File: config.mk
export PLATFORM = sky130hd
export DESIGN_NAME = dbr_ctl_flat
export DESIGN_NICKNAME = d
export VERILOG_FILES = /design/src/dbr_pkg.sv /design/src/dbr_if.sv /design/src/dbr_ctl.sv /design/src/flat_wrapper.sv
export SDC_FILE = /design/constraint.sdc
export NUM_CORES = 1
export LEC_CHECK = 0
export ABC_AREA = 1
export BUFFER_PORTS_ARGS = -buffer_cell sky130_fd_sc_hd__buf_2
export CORE_MARGIN = 8
export CORE_UTILIZATION = 40
export DETAILED_ROUTE_END_ITERATION = 10
export MAX_ROUTING_LAYER = met4
export PLACE_DENSITY = 0.61
export SETUP_SLACK_MARGIN = 0.2
export SYNTH_ARGS = -nofsm -noshare
export SYNTH_HDL_FRONTEND = slang
export SYNTH_SLANG_ARGS = --single-unit
File: constraint.sdc
create_clock -name core_clk -period 11.4 [get_ports core_clk]
set_input_delay 2.28 -clock core_clk [delete_from_list [all_inputs] [get_ports core_clk]]
set_output_delay 2.28 -clock core_clk [all_outputs]
set_load 0.01 [all_outputs]
File: src/dbr_pkg.sv
// Contract
// (RULE_01) activate opens addressed row until precharge
// (RULE_02) precharge before opening another row
// (RULE_03) activate spacing short across groups, long within
// (RULE_04) at most four activates per window
// (RULE_05) precharge closes bank; reuse after tRP
// (RULE_06) precharge idle bank allowed; last restarts timer
// (RULE_07) activate before any read or write
// (RULE_08) A10 high auto-precharges after array restore
// (RULE_09) write auto-precharge waits for stored data
// (RULE_10) other-bank access allowed during auto-precharge
// (RULE_11) refresh decode: cs, ras, cas low, we high
// (RULE_12) all banks idle tRP before refresh
// (RULE_13) refresh row from internal counter only
// (RULE_14) refresh leaves all banks precharged idle
// (RULE_15) only deselect until tRFC expires
// (RULE_16) one refresh per interval on average
// (RULE_17) postpone at most 8, 16, 32
// (RULE_18) surrounding refresh gap bounded per mode
// (RULE_19) pull in up to 8, 16, 32 only
// (RULE_20) burst cap 16, 32, 64 refreshes
// (RULE_21) three-bit refresh mode, five valid codes
// (RULE_22) on-the-fly modes sample bg0 per refresh
// (RULE_23) device tracks per-bank idle, open, precharging
// (RULE_24) controller keeps bounded signed refresh debt
package dbr_pkg;
  localparam int CLK_NS = 40;
  localparam int BG_W = 2;
  localparam int BA_W = 2;
  localparam int NBG = 4;
  localparam int NBANK = 16;
  localparam int ROW_W = 18;
  localparam int COL_W = 10;
  localparam int REF_W = 16;
  localparam int AP_BIT = 10;
  localparam int TMR_W = 12;
  // least times in ns, counts rounded up
  localparam int T_RP_NS = 15;
  localparam int T_RCD_NS = 15;
  localparam int T_RRD_S_NS = 5;
  localparam int T_RRD_L_NS = 7;
  localparam int T_FAW_NS = 30;
  localparam int T_RTP_NS = 8;
  localparam int T_WR_NS = 15;
  localparam int T_RFC_NS = 350;
  localparam int T_RP_CYC = (T_RP_NS + CLK_NS - 1) / CLK_NS;
  localparam int T_RCD_CYC = (T_RCD_NS + CLK_NS - 1) / CLK_NS;
  localparam int T_RRD_S_CYC = (T_RRD_S_NS + CLK_NS - 1) / CLK_NS;
  localparam int T_RRD_L_CYC = (T_RRD_L_NS + CLK_NS - 1) / CLK_NS;
  localparam int T_FAW_CYC = (T_FAW_NS + CLK_NS - 1) / CLK_NS;
  localparam int T_RTP_CYC = (T_RTP_NS + CLK_NS - 1) / CLK_NS;
  localparam int T_WR_CYC = (T_WR_NS + CLK_NS - 1) / CLK_NS;
  localparam int T_RFC_CYC = (T_RFC_NS + CLK_NS - 1) / CLK_NS;
  // one burst of eight occupies four clocks
  localparam int T_BURST_CYC = 4;
  localparam int T_WRAP_CYC = T_BURST_CYC + T_WR_CYC;
  // longest time, rounded down
  localparam int T_REFI_NS = 7800;
  localparam int T_REFI_CYC = T_REFI_NS / CLK_NS;
  localparam int POST_BASE = 8;
  // refresh mode codes
  localparam logic [2:0] FGR_1X = 3'h0;
  localparam logic [2:0] FGR_2X = 3'h1;
  localparam logic [2:0] FGR_4X = 3'h2;
  localparam logic [2:0] FGR_OTF2 = 3'h5;
  localparam logic [2:0] FGR_OTF4 = 3'h6;

  typedef enum logic [2:0] {
    CMD_DES = 3'b000,
    CMD_NOP = 3'b001,
    CMD_ACT = 3'b010,
    CMD_PRE = 3'b011,
    CMD_RD = 3'b100,
    CMD_WR = 3'b101,
    CMD_REF = 3'b110,
    CMD_MISC = 3'b111
  } dbr_cmd_t;

  typedef enum logic [1:0] {
    BK_IDLE = 2'b00,
    BK_OPEN = 2'b01,
    BK_PRE = 2'b10
  } dbr_bank_t;

  // rcw holds ras_n, cas_n, we_n (a16, a15, a14)
  function automatic dbr_cmd_t dbr_decode(input logic cs_n,
      input logic act_n, input logic [2:0] rcw);
    dbr_cmd_t c;
    c = CMD_MISC;
    if (cs_n)
      c = CMD_DES;
    else if (!act_n)
      c = CMD_ACT;
    else
      case (rcw)
        3'h1: c = CMD_REF; // RULE_11
        3'h2: c = CMD_PRE;
        3'h5: c = CMD_RD;
        3'h4: c = CMD_WR;
        3'h7: c = CMD_NOP;
        default: c = CMD_MISC;
      endcase
    return c;
  endfunction : dbr_decode

  function automatic logic [2:0] dbr_rcw(input dbr_cmd_t c);
    case (c)
      CMD_REF: return 3'h1;
      CMD_PRE: return 3'h2;
      CMD_RD: return 3'h5;
      CMD_WR: return 3'h4;
      default: return 3'h7;
    endcase
  endfunction : dbr_rcw

  // rate shift 0, 1, 2 for 1x, 2x, 4x; reserved codes act as 1x
  function automatic logic [1:0] dbr_shift(input logic [2:0] mode,
      input logic bg0);
    case (mode)
      FGR_2X: return 2'h1;
      FGR_4X: return 2'h2;
      FGR_OTF2: return bg0 ? 2'h1 : 2'h0; // RULE_22
      FGR_OTF4: return bg0 ? 2'h2 : 2'h0;
      default: return 2'h0; // RULE_21
    endcase
  endfunction : dbr_shift
endpackage : dbr_pkg

File: src/dbr_if.sv
`timescale 1ns/10ps
// command/address bus from controller to memory
interface dbr_if;
  logic cs_n;
  logic act_n;
  logic [1:0] bg;
  logic [1:0] ba;
  logic [17:0] addr;
  logic [2:0] fgr_mode;
  modport ctl (output cs_n, act_n, bg, ba, addr, fgr_mode);
  modport dev (input cs_n, act_n, bg, ba, addr, fgr_mode);
endinterface : dbr_if

File: src/dbr_ctl.sv
`timescale 1ns/10ps
module dbr_ctl (
  // clock and reset
  input wire logic core_clk,
  input wire logic reset,
  // command bus
  dbr_if.ctl bus,
  // refresh setup
  input wire logic [2:0] fgr_mode_cfg,
  input wire logic pull_en,
  // access requests
  input wire logic req_valid,
  input wire logic req_write,
  input wire logic req_ap,
  input wire logic [1:0] req_bg,
  input wire logic [1:0] req_ba,
  input wire logic [dbr_pkg::ROW_W-1:0] req_row,
  input wire logic [dbr_pkg::COL_W-1:0] req_col,
  output logic req_ready,
  // refresh status
  output logic signed [6:0] ref_debt,
  output logic ref_active
);
  import dbr_pkg::*;

  typedef enum logic {
    C_RUN = 1'b0,
    C_RFC = 1'b1
  } dbr_cst_t;

  dbr_cst_t st;
  logic [NBANK-1:0] open;
  logic [ROW_W-1:0] row [NBANK];
  logic [TMR_W-1:0] bwait [NBANK];
  logic [TMR_W-1:0] rrd_s;
  logic [TMR_W-1:0] rrd_l [NBG];
  logic [TMR_W-1:0] faw [4];
  logic [TMR_W-1:0] ccd;
  logic [TMR_W-1:0] rfc;
  logic [TMR_W-1:0] refi;
  logic [1:0] shift;
  logic signed [6:0] lim;
  logic all_ready;
  logic need_ref;
  logic tick;
  logic [3:0] b;
  dbr_cmd_t next_cmd;
  logic [17:0] next_addr;
  logic do_act;
  logic do_pre;
  logic do_pall;
  logic do_rw;
  logic do_ref;
  logic [TMR_W-1:0] gap;
  logic gap_due;

  assign b = {req_bg, req_ba};
  // on-the-fly modes always run at the finer rate (bg0 set)
  assign shift = dbr_shift(fgr_mode_cfg, 1'b1);
  assign lim = 7'(POST_BASE) <<< shift;
  assign ref_active = (st == C_RFC);

  always_comb begin
    all_ready = 1'b1;
    for (int i = 0; i < NBANK; i++)
      if (bwait[i] != '0)
        all_ready = 1'b0;
  end

  // owed refresh forces the sequence; idle time pays or pulls ahead
  assign need_ref = (ref_debt >= lim) || gap_due // RULE_17 RULE_18
      || (!req_valid && ref_debt > 7'sd0) // RULE_16
      || (!req_valid && pull_en && ref_debt > -lim); // RULE_19 RULE_20

  // choose the one command of this cycle
  always_comb begin
    next_cmd = CMD_DES;
    next_addr = '0;
    do_act = 1'b0;
    do_pre = 1'b0;
    do_pall = 1'b0;
    do_rw = 1'b0;
    do_ref = 1'b0;
    req_ready = 1'b0;
    if (st == C_RFC) begin
      next_cmd = CMD_DES; // RULE_15
    end else if (need_ref) begin
      if (open != '0) begin
        next_cmd = CMD_PRE;
        next_addr[AP_BIT] = 1'b1;
        do_pall = 1'b1;
      end else if (all_ready) begin
        next_cmd = CMD_REF; // RULE_12
        do_ref = 1'b1;
      end
    end else if (req_valid) begin
      if (open[b] && row[b] == req_row) begin
        if (bwait[b] == '0 && ccd == '0) begin
          next_cmd = req_write ? CMD_WR : CMD_RD; // RULE_07
          next_addr[COL_W-1:0] = req_col;
          next_addr[AP_BIT] = req_ap;
          do_rw = 1'b1;
          req_ready = 1'b1;
        end
      end else if (open[b]) begin
        if (bwait[b] == '0) begin
          next_cmd = CMD_PRE; // RULE_02
          do_pre = 1'b1;
        end
      end else if (bwait[b] == '0 && rrd_s == '0 &&
          rrd_l[req_bg] == '0 && faw[3] == '0) begin
        next_cmd = CMD_ACT; // RULE_03 RULE_04
        next_addr = req_row;
        do_act = 1'b1;
      end
    end
    if (next_cmd != CMD_ACT)
      next_addr[16:14] = dbr_rcw(next_cmd);
  end

  // registered command bus
  always_ff @(posedge core_clk) begin
    if (reset) begin
      bus.cs_n <= 1'b1;
      bus.act_n <= 1'b1;
      bus.bg <= 2'h0;
      bus.ba <= 2'h0;
      bus.addr <= 18'h1C000;
      bus.fgr_mode <= FGR_1X;
    end else begin
      bus.cs_n <= (next_cmd == CMD_DES);
      bus.act_n <= (next_cmd != CMD_ACT);
      bus.bg <= do_ref ? 2'h1 : req_bg;
      bus.ba <= req_ba;
      bus.addr <= next_addr;
      bus.fgr_mode <= fgr_mode_cfg; // RULE_21
    end
  end

  // open rows and per-bank wait times
  always_ff @(posedge core_clk) begin
    if (reset) begin
      open <= '0;
      for (int i = 0; i < NBANK; i++) begin
        row[i] <= '0;
        bwait[i] <= '0;
      end
    end else begin
      for (int i = 0; i < NBANK; i++)
        if (bwait[i] != '0)
          bwait[i] <= bwait[i] - 1'b1;
      if (do_pall) begin
        open <= '0;
        for (int i = 0; i < NBANK; i++)
          bwait[i] <= TMR_W'(T_RP_CYC); // RULE_05 RULE_12
      end
      if (do_pre) begin
        open[b] <= 1'b0;
        bwait[b] <= TMR_W'(T_RP_CYC); // RULE_05
      end
      if (do_act) begin
        open[b] <= 1'b1;
        row[b] <= req_row;
        bwait[b] <= TMR_W'(T_RCD_CYC);
      end
      // auto-precharge: bank closes, reuse after restore plus tRP
      if (do_rw && req_ap) begin
        open[b] <= 1'b0;
        bwait[b] <= req_write ? TMR_W'(T_WRAP_CYC + T_RP_CYC)
                              : TMR_W'(T_RTP_CYC + T_RP_CYC);
      end
    end
  end

  // activate spacing and four-activate window
  always_ff @(posedge core_clk) begin
    if (reset) begin
      rrd_s <= '0;
      for (int i = 0; i < NBG; i++)
        rrd_l[i] <= '0;
      for (int i = 0; i < 4; i++)
        faw[i] <= '0;
    end else begin
      if (rrd_s != '0)
        rrd_s <= rrd_s - 1'b1;
      for (int i = 0; i < NBG; i++)
        if (rrd_l[i] != '0)
          rrd_l[i] <= rrd_l[i] - 1'b1;
      for (int i = 0; i < 4; i++)
        if (faw[i] != '0)
          faw[i] <= faw[i] - 1'b1;
      if (do_act) begin
        rrd_s <= TMR_W'(T_RRD_S_CYC); // RULE_03
        rrd_l[req_bg] <= TMR_W'(T_RRD_L_CYC);
        // newest window in slot 0; slot 3 is the fourth back
        faw[0] <= TMR_W'(T_FAW_CYC); // RULE_04
        for (int i = 1; i < 4; i++)
          faw[i] <= (faw[i-1] != '0) ? faw[i-1] - 1'b1 : '0;
      end
    end
  end

  // data bus spacing lets another bank run during auto-precharge
  always_ff @(posedge core_clk) begin
    if (reset)
      ccd <= '0;
    else if (do_rw)
      ccd <= TMR_W'(T_BURST_CYC - 1); // RULE_10
    else if (ccd != '0)
      ccd <= ccd - 1'b1;
  end

  // refresh cycle wait: deselect only
  always_ff @(posedge core_clk) begin
    if (reset) begin
      st <= C_RUN;
      rfc <= '0;
    end else begin
      unique case (st)
        C_RUN: begin
          if (do_ref) begin
            st <= C_RFC;
            rfc <= TMR_W'(T_RFC_CYC - 1);
          end
        end
        C_RFC: begin
          if (rfc == '0)
            st <= C_RUN; // RULE_15
          else
            rfc <= rfc - 1'b1;
        end
      endcase
    end
  end

  // interval timer, scaled to the refresh rate
  always_ff @(posedge core_clk) begin
    if (reset)
      refi <= TMR_W'(T_REFI_CYC - 1);
    else if (refi == '0)
      refi <= TMR_W'((T_REFI_CYC >> shift) - 1);
    else
      refi <= refi - 1'b1;
  end
  assign tick = (refi == '0);

  // refresh age guard: pull-ins must not stretch one gap too far
  always_ff @(posedge core_clk) begin
    if (reset || do_ref)
      gap <= '0;
    else if (!gap_due)
      gap <= gap + 1'b1;
  end
  assign gap_due = (gap >= TMR_W'(POST_BASE * T_REFI_CYC)); // RULE_18

  // signed debt: intervals owed minus refreshes sent
  always_ff @(posedge core_clk) begin
    if (reset)
      ref_debt <= 7'sd0;
    else if (tick && !do_ref)
      ref_debt <= ref_debt + 7'sd1; // RULE_24
    else if (do_ref && !tick && ref_debt > -lim)
      ref_debt <= ref_debt - 7'sd1; // RULE_19
  end
endmodule : dbr_ctl

File: src/flat_wrapper.sv
// flat-port wrapper written by rule: the top's interface ports become plain ports
module dbr_ctl_flat import dbr_pkg::*;
  (core_clk, reset, fgr_mode_cfg, pull_en, req_valid, req_write, req_ap, req_bg, req_ba, req_row, req_col, req_ready, ref_debt, ref_active, bus_cs_n, bus_act_n, bus_bg, bus_ba, bus_addr, bus_fgr_mode);
  dbr_if bus_i ();
  input wire logic core_clk;
  input wire logic reset;
  input wire logic [2:0] fgr_mode_cfg;
  input wire logic pull_en;
  input wire logic req_valid;
  input wire logic req_write;
  input wire logic req_ap;
  input wire logic [1:0] req_bg;
  input wire logic [1:0] req_ba;
  input wire logic [dbr_pkg::ROW_W-1:0] req_row;
  input wire logic [dbr_pkg::COL_W-1:0] req_col;
  output logic req_ready;
  output logic signed [6:0] ref_debt;
  output logic ref_active;
  output wire logic [$bits(bus_i.cs_n)-1:0] bus_cs_n;
  output wire logic [$bits(bus_i.act_n)-1:0] bus_act_n;
  output wire logic [$bits(bus_i.bg)-1:0] bus_bg;
  output wire logic [$bits(bus_i.ba)-1:0] bus_ba;
  output wire logic [$bits(bus_i.addr)-1:0] bus_addr;
  output wire logic [$bits(bus_i.fgr_mode)-1:0] bus_fgr_mode;
  assign bus_cs_n = bus_i.cs_n;
  assign bus_act_n = bus_i.act_n;
  assign bus_bg = bus_i.bg;
  assign bus_ba = bus_i.ba;
  assign bus_addr = bus_i.addr;
  assign bus_fgr_mode = bus_i.fgr_mode;
  dbr_ctl u_core (.core_clk(core_clk), .reset(reset), .bus(bus_i), .fgr_mode_cfg(fgr_mode_cfg), .pull_en(pull_en), .req_valid(req_valid), .req_write(req_write), .req_ap(req_ap), .req_bg(req_bg), .req_ba(req_ba), .req_row(req_row), .req_col(req_col), .req_ready(req_ready), .ref_debt(ref_debt), .ref_active(ref_active));
endmodule
======== Yosys cells after proc, flatten, opt, wreduce, memory -nomap -nowiden ========
Memories as Yosys holds them, arrays and structs flattened.
Cells that the tools add are included.
Widths: inputs -> output; s select.
storage, ports and cells
  memories kept ........................... 4
  input bits .............................. 41
  output and inout bits ................... 36
  word-level logic and storage cells ...... 426
  RAM bits ................................ 576
  flip-flop bits (word level) ............. 111
operators by class
  reduce and logical (&&, ||, !) cells .... 68
  equal/unequal tests ..................... 12
  $add $sub $neg .......................... 33
  bitwise gates (word level) .............. 53
  $lt $le $gt $ge ......................... 6
  mux-type cells .......................... 228
  shift operators ......................... 2
memories
  name          depth  width  read ports  clocked after memory_dff  wr ports  line           source
  u_core.row    16     18     1           0                         16        dbr_ctl.sv:33  logic [ROW_W-1:0] row [NBANK];
  u_core.bwait  16     12     17          0                         17        dbr_ctl.sv:34  logic [TMR_W-1:0] bwait [NBANK];
  u_core.faw    4      12     4           0                         4         dbr_ctl.sv:37  logic [TMR_W-1:0] faw [4];
  u_core.rrd_l  4      12     5           0                         5         dbr_ctl.sv:36  logic [TMR_W-1:0] rrd_l [NBG];
operator list
  cell                   count
  $mux 12                52
  $sub 12x1->12 const B  28
  $reduce_bool 12->1     26
  $mux 1                 136
  $mux 16                7
  $logic_not 12->1       7
  $mux 17                4
  $or 1x1->1             46
  $and 16x16->16         2
  $mux 3                 10
  $pmux 12 s2            1
  $mux 11                2
  $eq 18x18->1           1
  $mux 18                1
  $reduce_or 18->1       1
  $not 16->16            1
  $or 16x16->16          1
  $reduce_bool 16->1     1
  $eq 3x3->1 const B     5
  $mux 7                 2
  $logic_and 1x1->1      13
  $add 12x1->12 const B  1
  $ge 12x11->1 const B   1
  $mux 6                 2
  other kinds (33)       51

======== Logic depth before layout (Yosys ltp) ========
An unclocked memory read counts as a cell.
  depth after elaboration ................. 26
  gate-level depth with buffers ........... 26
  depth with buffers taken out ............ 26

======== Worst setup path after synthesis ========
OpenSTA, ideal clock, no wires.
  path kind ............................... input -> output
  from .................................... input fgr_mode_cfg[1]
  to ...................................... output req_ready
  buffers on the path ..................... 0
  stages .................................. 15
  required time ........................... 9.120 ns
  arrival ................................. 4.423 ns
  slack ................................... 4.697 ns
  cells stage by stage .................... inv_1 nor2_1 inv_1 ha_1 inv_1 ha_1 o21ai_0 a21boi_0 o21ai_0 inv_1 nor3_2 nand4_1 inv_1 nand2_1 inv_1
on the way
  word-level cells in the longest chain between the ends .. 10
  elaborated cells on any way between the ends .. 17
  classes of those cells .................. 1 x add/sub; 2 x order compare; 4 x eq/ne; 1 x shift; 3 x mux; 6 x reduce/logical
RTL lines
  element                                                line                          source
  start: declaration                                     flat_wrapper.sv:7             input wire logic [2:0] fgr_mode_cfg;
  $eq 3x2->1, or another cell as far along               dbr_pkg.sv:119                case (mode)
  $reduce_or 2->1 (no source line)                       --
  $pmux 2 s2 (*)                                         dbr_pkg.sv:119
  $sshl 5x2->7 (*)                                       dbr_ctl.sv:60                 assign lim = 7'(POST_BASE) <<< shift;
  $neg 7->7 or $ge 7x7->1 (tied branches)                dbr_ctl.sv:73, dbr_ctl.sv:71
  $gt 7x7->1 or $logic_or 1x1->1 (tied branches)         dbr_ctl.sv:73, dbr_ctl.sv:71
  $logic_and 1x1->1 or $logic_or 1x1->1 (tied branches)  dbr_ctl.sv:73, dbr_ctl.sv:72
  $logic_or 1x1->1 (*)                                   dbr_ctl.sv:73                 || (!req_valid && pull_en && ref_debt > -lim);
  $mux 1 (*)                                             dbr_ctl.sv:87                 end else if (need_ref) begin
  $mux 1 (*)                                             dbr_ctl.sv:85                 if (st == C_RFC) begin
  end: declaration                                       flat_wrapper.sv:16            output logic req_ready;
Every way passes the cells marked *; elsewhere a longest branch is shown, timed or not.

======== Worst setup path after layout ========
  from .................................... input req_ba[1]
  to ...................................... output req_ready
on the way
  word-level cells in the longest chain between the ends .. 8
  elaborated cells on any way between the ends .. 13
  classes of those cells .................. 1 x eq/ne; 7 x mux; 3 x reduce/logical; 2 x memory
RTL lines
  element             line                source
  start: declaration  flat_wrapper.sv:13  input wire logic [1:0] req_ba;
  $mem_v2 16x12       --
  $logic_not 12->1    dbr_ctl.sv:98       if (bwait[b] == '0 && ccd == '0) begin
  $logic_and 1x1->1   dbr_ctl.sv:98
  $mux 1              dbr_ctl.sv:98
  $mux 1 (*)          dbr_ctl.sv:97       if (open[b] && row[b] == req_row) begin
  $mux 1 (*)          dbr_ctl.sv:96       end else if (req_valid) begin
  $mux 1 (*)          dbr_ctl.sv:87
  $mux 1 (*)          dbr_ctl.sv:85
Every way passes the cells marked *; elsewhere a longest branch is shown, timed or not. The select of a mux whose other input is x is not followed.

==> flow_metrics.py <==
metrics = {
    "placed_design": {
        "hpwlAfterDp_um": 66100,
        "port_buffers": 76,
        "dp_cells": 5546,
        "dp_slack_ps": 2980,
        "gp_congestion": 0.915,
    },
    "route": {
        "wl_per_cell_um": 17.2,
        "ant_nets": 0,
        "drc": 0,
        "routed_wl_um": 98100,
        "vias": 29300,
        "drt_iter0_drc": 2535,
        "first_pass_iters": 6,
        "vias_per_cell": 5.14,
    },
    "finish": {
        "multi_input_area_um2": 15200,
        "mostFrequentLayoutCell": "nand2_1",
        "drive_gt1_frac": 0.0755,
        "fill_cells": 8741,
        "layout_common_cells": "1,148 x nand2_1, 745 x nor2_1, 414 x inv_1",
        "seq_area_um2": 17500,
        "final_nets": 4575,
        "postLayoutCoreUtil": 0.450,
        "areaGrowthSynthToFinish_pct": 11.8,
        "finalNonFillerCells": 5690,
    },
    "synthesis": {
        "syn-num-nets": 4532,
        "synthFlopType": "edfxtp_1",
        "yosys.area.top_type": "edfxtp_1",
        "synth-seq-cells": 687,
        "synth_cells": 4430,
        "synth-edff-count": 372,
        "ys_seq_area_frac": 0.500,
        "synth.area.top_cells": "edfxtp_1 32%, dfxtp_1 18%, nand2_1 12%, nor2_1 8.1%, inv_1 4.5%",
        "syn_area_um2": 35000,
        "synthArstFlopShare": 0,
        "netlist.area_leader.share": 0.320,
        "syn_area_per_cell_um2": 7.89,
        "yosys_warnings": 0,
        "yosys.cell_types.count": 53,
    },
    "global_routing": {
        "use_met2": 0.313,
        "grt_pass1_wl_um": 155000,
        "grt_antenna_before_repair": 5,
        "grt_pass1_vias": 28000,
        "grt-ovfl-total": 0,
        "grt_use_met3": 0.0279,
        "grt_max_degree": 81,
        "grt.busiest_layer": "met2",
        "grt_usage": 0.202,
        "use_met1": 0.276,
    },
    "timing": {
        "period_needed_ps": 8570,
        "hold_violations": 0,
        "worst-slew-pin-transition_ps": 1200,
        "slew_viol_final": 0,
        "relSlewSlack": 0.199,
        "setup_ws_ps": 2830,
        "rsz0062_at_grt": "false",
        "final-setup-viol-count": 0,
        "tns_ps": 0,
        "max_freq_mhz": 117,
        "final.period_utilization": 0.751,
        "skew_ps": 40.0,
    },
    "critical_path": {
        "startpoint": "req_ba[1]",
        "crit_top_cell": "nand2_1",
        "slowest_stage": "inv_2",
        "reg2reg_to": "u_core.row[12][1]",
        "worstPathMaxFanout": 40,
        "cp_cell_sequence": "buf_2, buf_4, nand2_1, buf_4, inv_2, nand2_1, nand3_1, nand2_1, nand2_1, nor2_1, nand2_1, nand2_1, nor2_1, nand2_1, nor2_1, nand3_1, inv_2, nand2_1, inv_1, buf_2",
        "r2r_setup_slack_ps": 5940,
        "crit_type": "primary input to output port",
        "slowest_delay_ps": 560,
        "worstPathArrival_ps": 6290,
        "timing.rr.start": "u_core.ref_debt[3]",
        "r2r.worst_path.cells": 12,
        "start_kind": "primary input",
        "critPathCaptureType": "output port",
        "cp.required_ps": 9120,
    },
    "clock_network": {
        "clkTransAtPathRegs_ps": 50,
        "clock_tree.root_cell": "clkbuf_16",
        "cts.htree.levels": 3,
        "cts_tree": "done",
        "clk_path_buf_depth": 3,
        "cts_hold_buf": 0,
        "clock_sinks": 687,
        "postCtsSetupRepairBufs": 0,
        "numCtsBuffers": 80,
        "clk_latency_ps": 660,
        "cts_resized": 0,
    },
    "min_path": {
        "holdCritStartpoint": "u_core.gap[11]",
        "min_path_type": "register to register",
        "holdPathStages": 2,
        "holdPathEnd": "u_core.gap[11]",
    },
    "die": {
        "start_util": 0.403,
        "die_y_um": 312,
        "coreArea_um2": 86800,
        "io_pins": 77,
        "die_w_um": 312,
        "fp-row-count": 108,
        "die-area_um2": 97100,
    },
    "status": {
        "status": "finished, final reports clean",
    },
    "power": {
        "power.total_w": 0.00905,
        "p_leak_nw": 17.3,
        "ir_drop_v": 0.000131,
        "powerDensity_nw_per_um2": 232,
    },
    "job": {
        "cap_violations": 0,
    },
}
-- how the worst max path moves through the flow --
stage / to / slack [ps] / depth (start not counted)
finish: req_ready / 2830 / 20
global route: req_ready / 2530 / 19
CTS: req_ready / 2940 / 19
detailed placement: req_ready / 2980 / 19
global placement: req_ready / 3020 / 20
floorplan: req_ready / 4700 / 15
-- power by group --
group / leakage [nW] / switching [W] / internal (W)
clock network: 1.26 / 0.00106 / 0.00151
logic: 9.49 / 0.00185 / 0.00114
registers: 6.52 / 0.000347 / 0.00315
-- area by class of cell --
class	instances	share of cell area
antenna	4	0.000256
clock buffer	107	0.0567
clock inverter	33	0.00967
inverter	444	0.0427
multi-input combinational	3149	0.390
sequential	687	0.447
tap	1155	0.0370
timing repair buffer	111	0.0165
-- per-layer routing --
metal,vias to the layer above,share of wire
li1,14500,-
met1,13700,0.45
met2,918,0.45
met3,192,0.070
met4,0,0.031
met5,-,0
-- Yosys cell counts, types with 3 or more instances --
cell type  instances
nand3_1          187
a21boi_0           5
clkinv_1          15
or2_2             45
o21ai_1           24
o22ai_1            6
nor4_1            34
o31ai_1            8
o32ai_1            7
nand2_2           26
nor3b_1            5
buf_1              9
a31oi_1            8
a21oi_1           92
a22oi_1           10
nor2_2             4
clkbuf_1          88
ha_1              60
xnor2_1           79
dfxtp_1          315
nand4_1           74
xor2_1           137
buf_4              3
nor2_1           750
a211oi_1          15
inv_2             14
edfxtp_1         372
buf_2             49
inv_1            415
nand2_1         1150
nand3b_1          10
o211ai_1           7
nor3_1           249
or3_1              9
o21ai_0          127
-- worst max-delay path: cells and delay by family --
family,cells,cell delay [ps]
buf+inv,7,2290
simple gates,13,1660
-- flip-flops by register name, summed over array words and instances, names as in the netlist, 16 cells and up --
register / flops
u_core.faw: 48
u_core.open: 16
u_core.bwait: 192
u_core.bus.addr: 18
u_core.row: 288
u_core.rrd_l: 48
-- stage by stage --
step / area (um2) / hold WS, ps
2_1_floorplan: 35000 / 419
3_3_place_gp: 36500 / 432
3_5_place_dp: 36500 / 432
4_1_cts: 39100 / 440
5_1_grt: 39100 / 468
6_report: 39100 / 438
-- logic make-up (layout without fill, tap and decap cells) --
logic type,after synthesis,count (layout),share of synthesized area
adders and majority gates,61,61,0.0220
other,0,4,0
xor gates and xnor gates,216,216,0.0541
AOI/OAI and AO/OA,321,321,0.0518
buffers and inverters,594,695,0.0661
and+or+nand+nor,2551,2551,0.306
DFF,687,687,0.500
No activity file was read; power rests on OpenSTA's default activity.
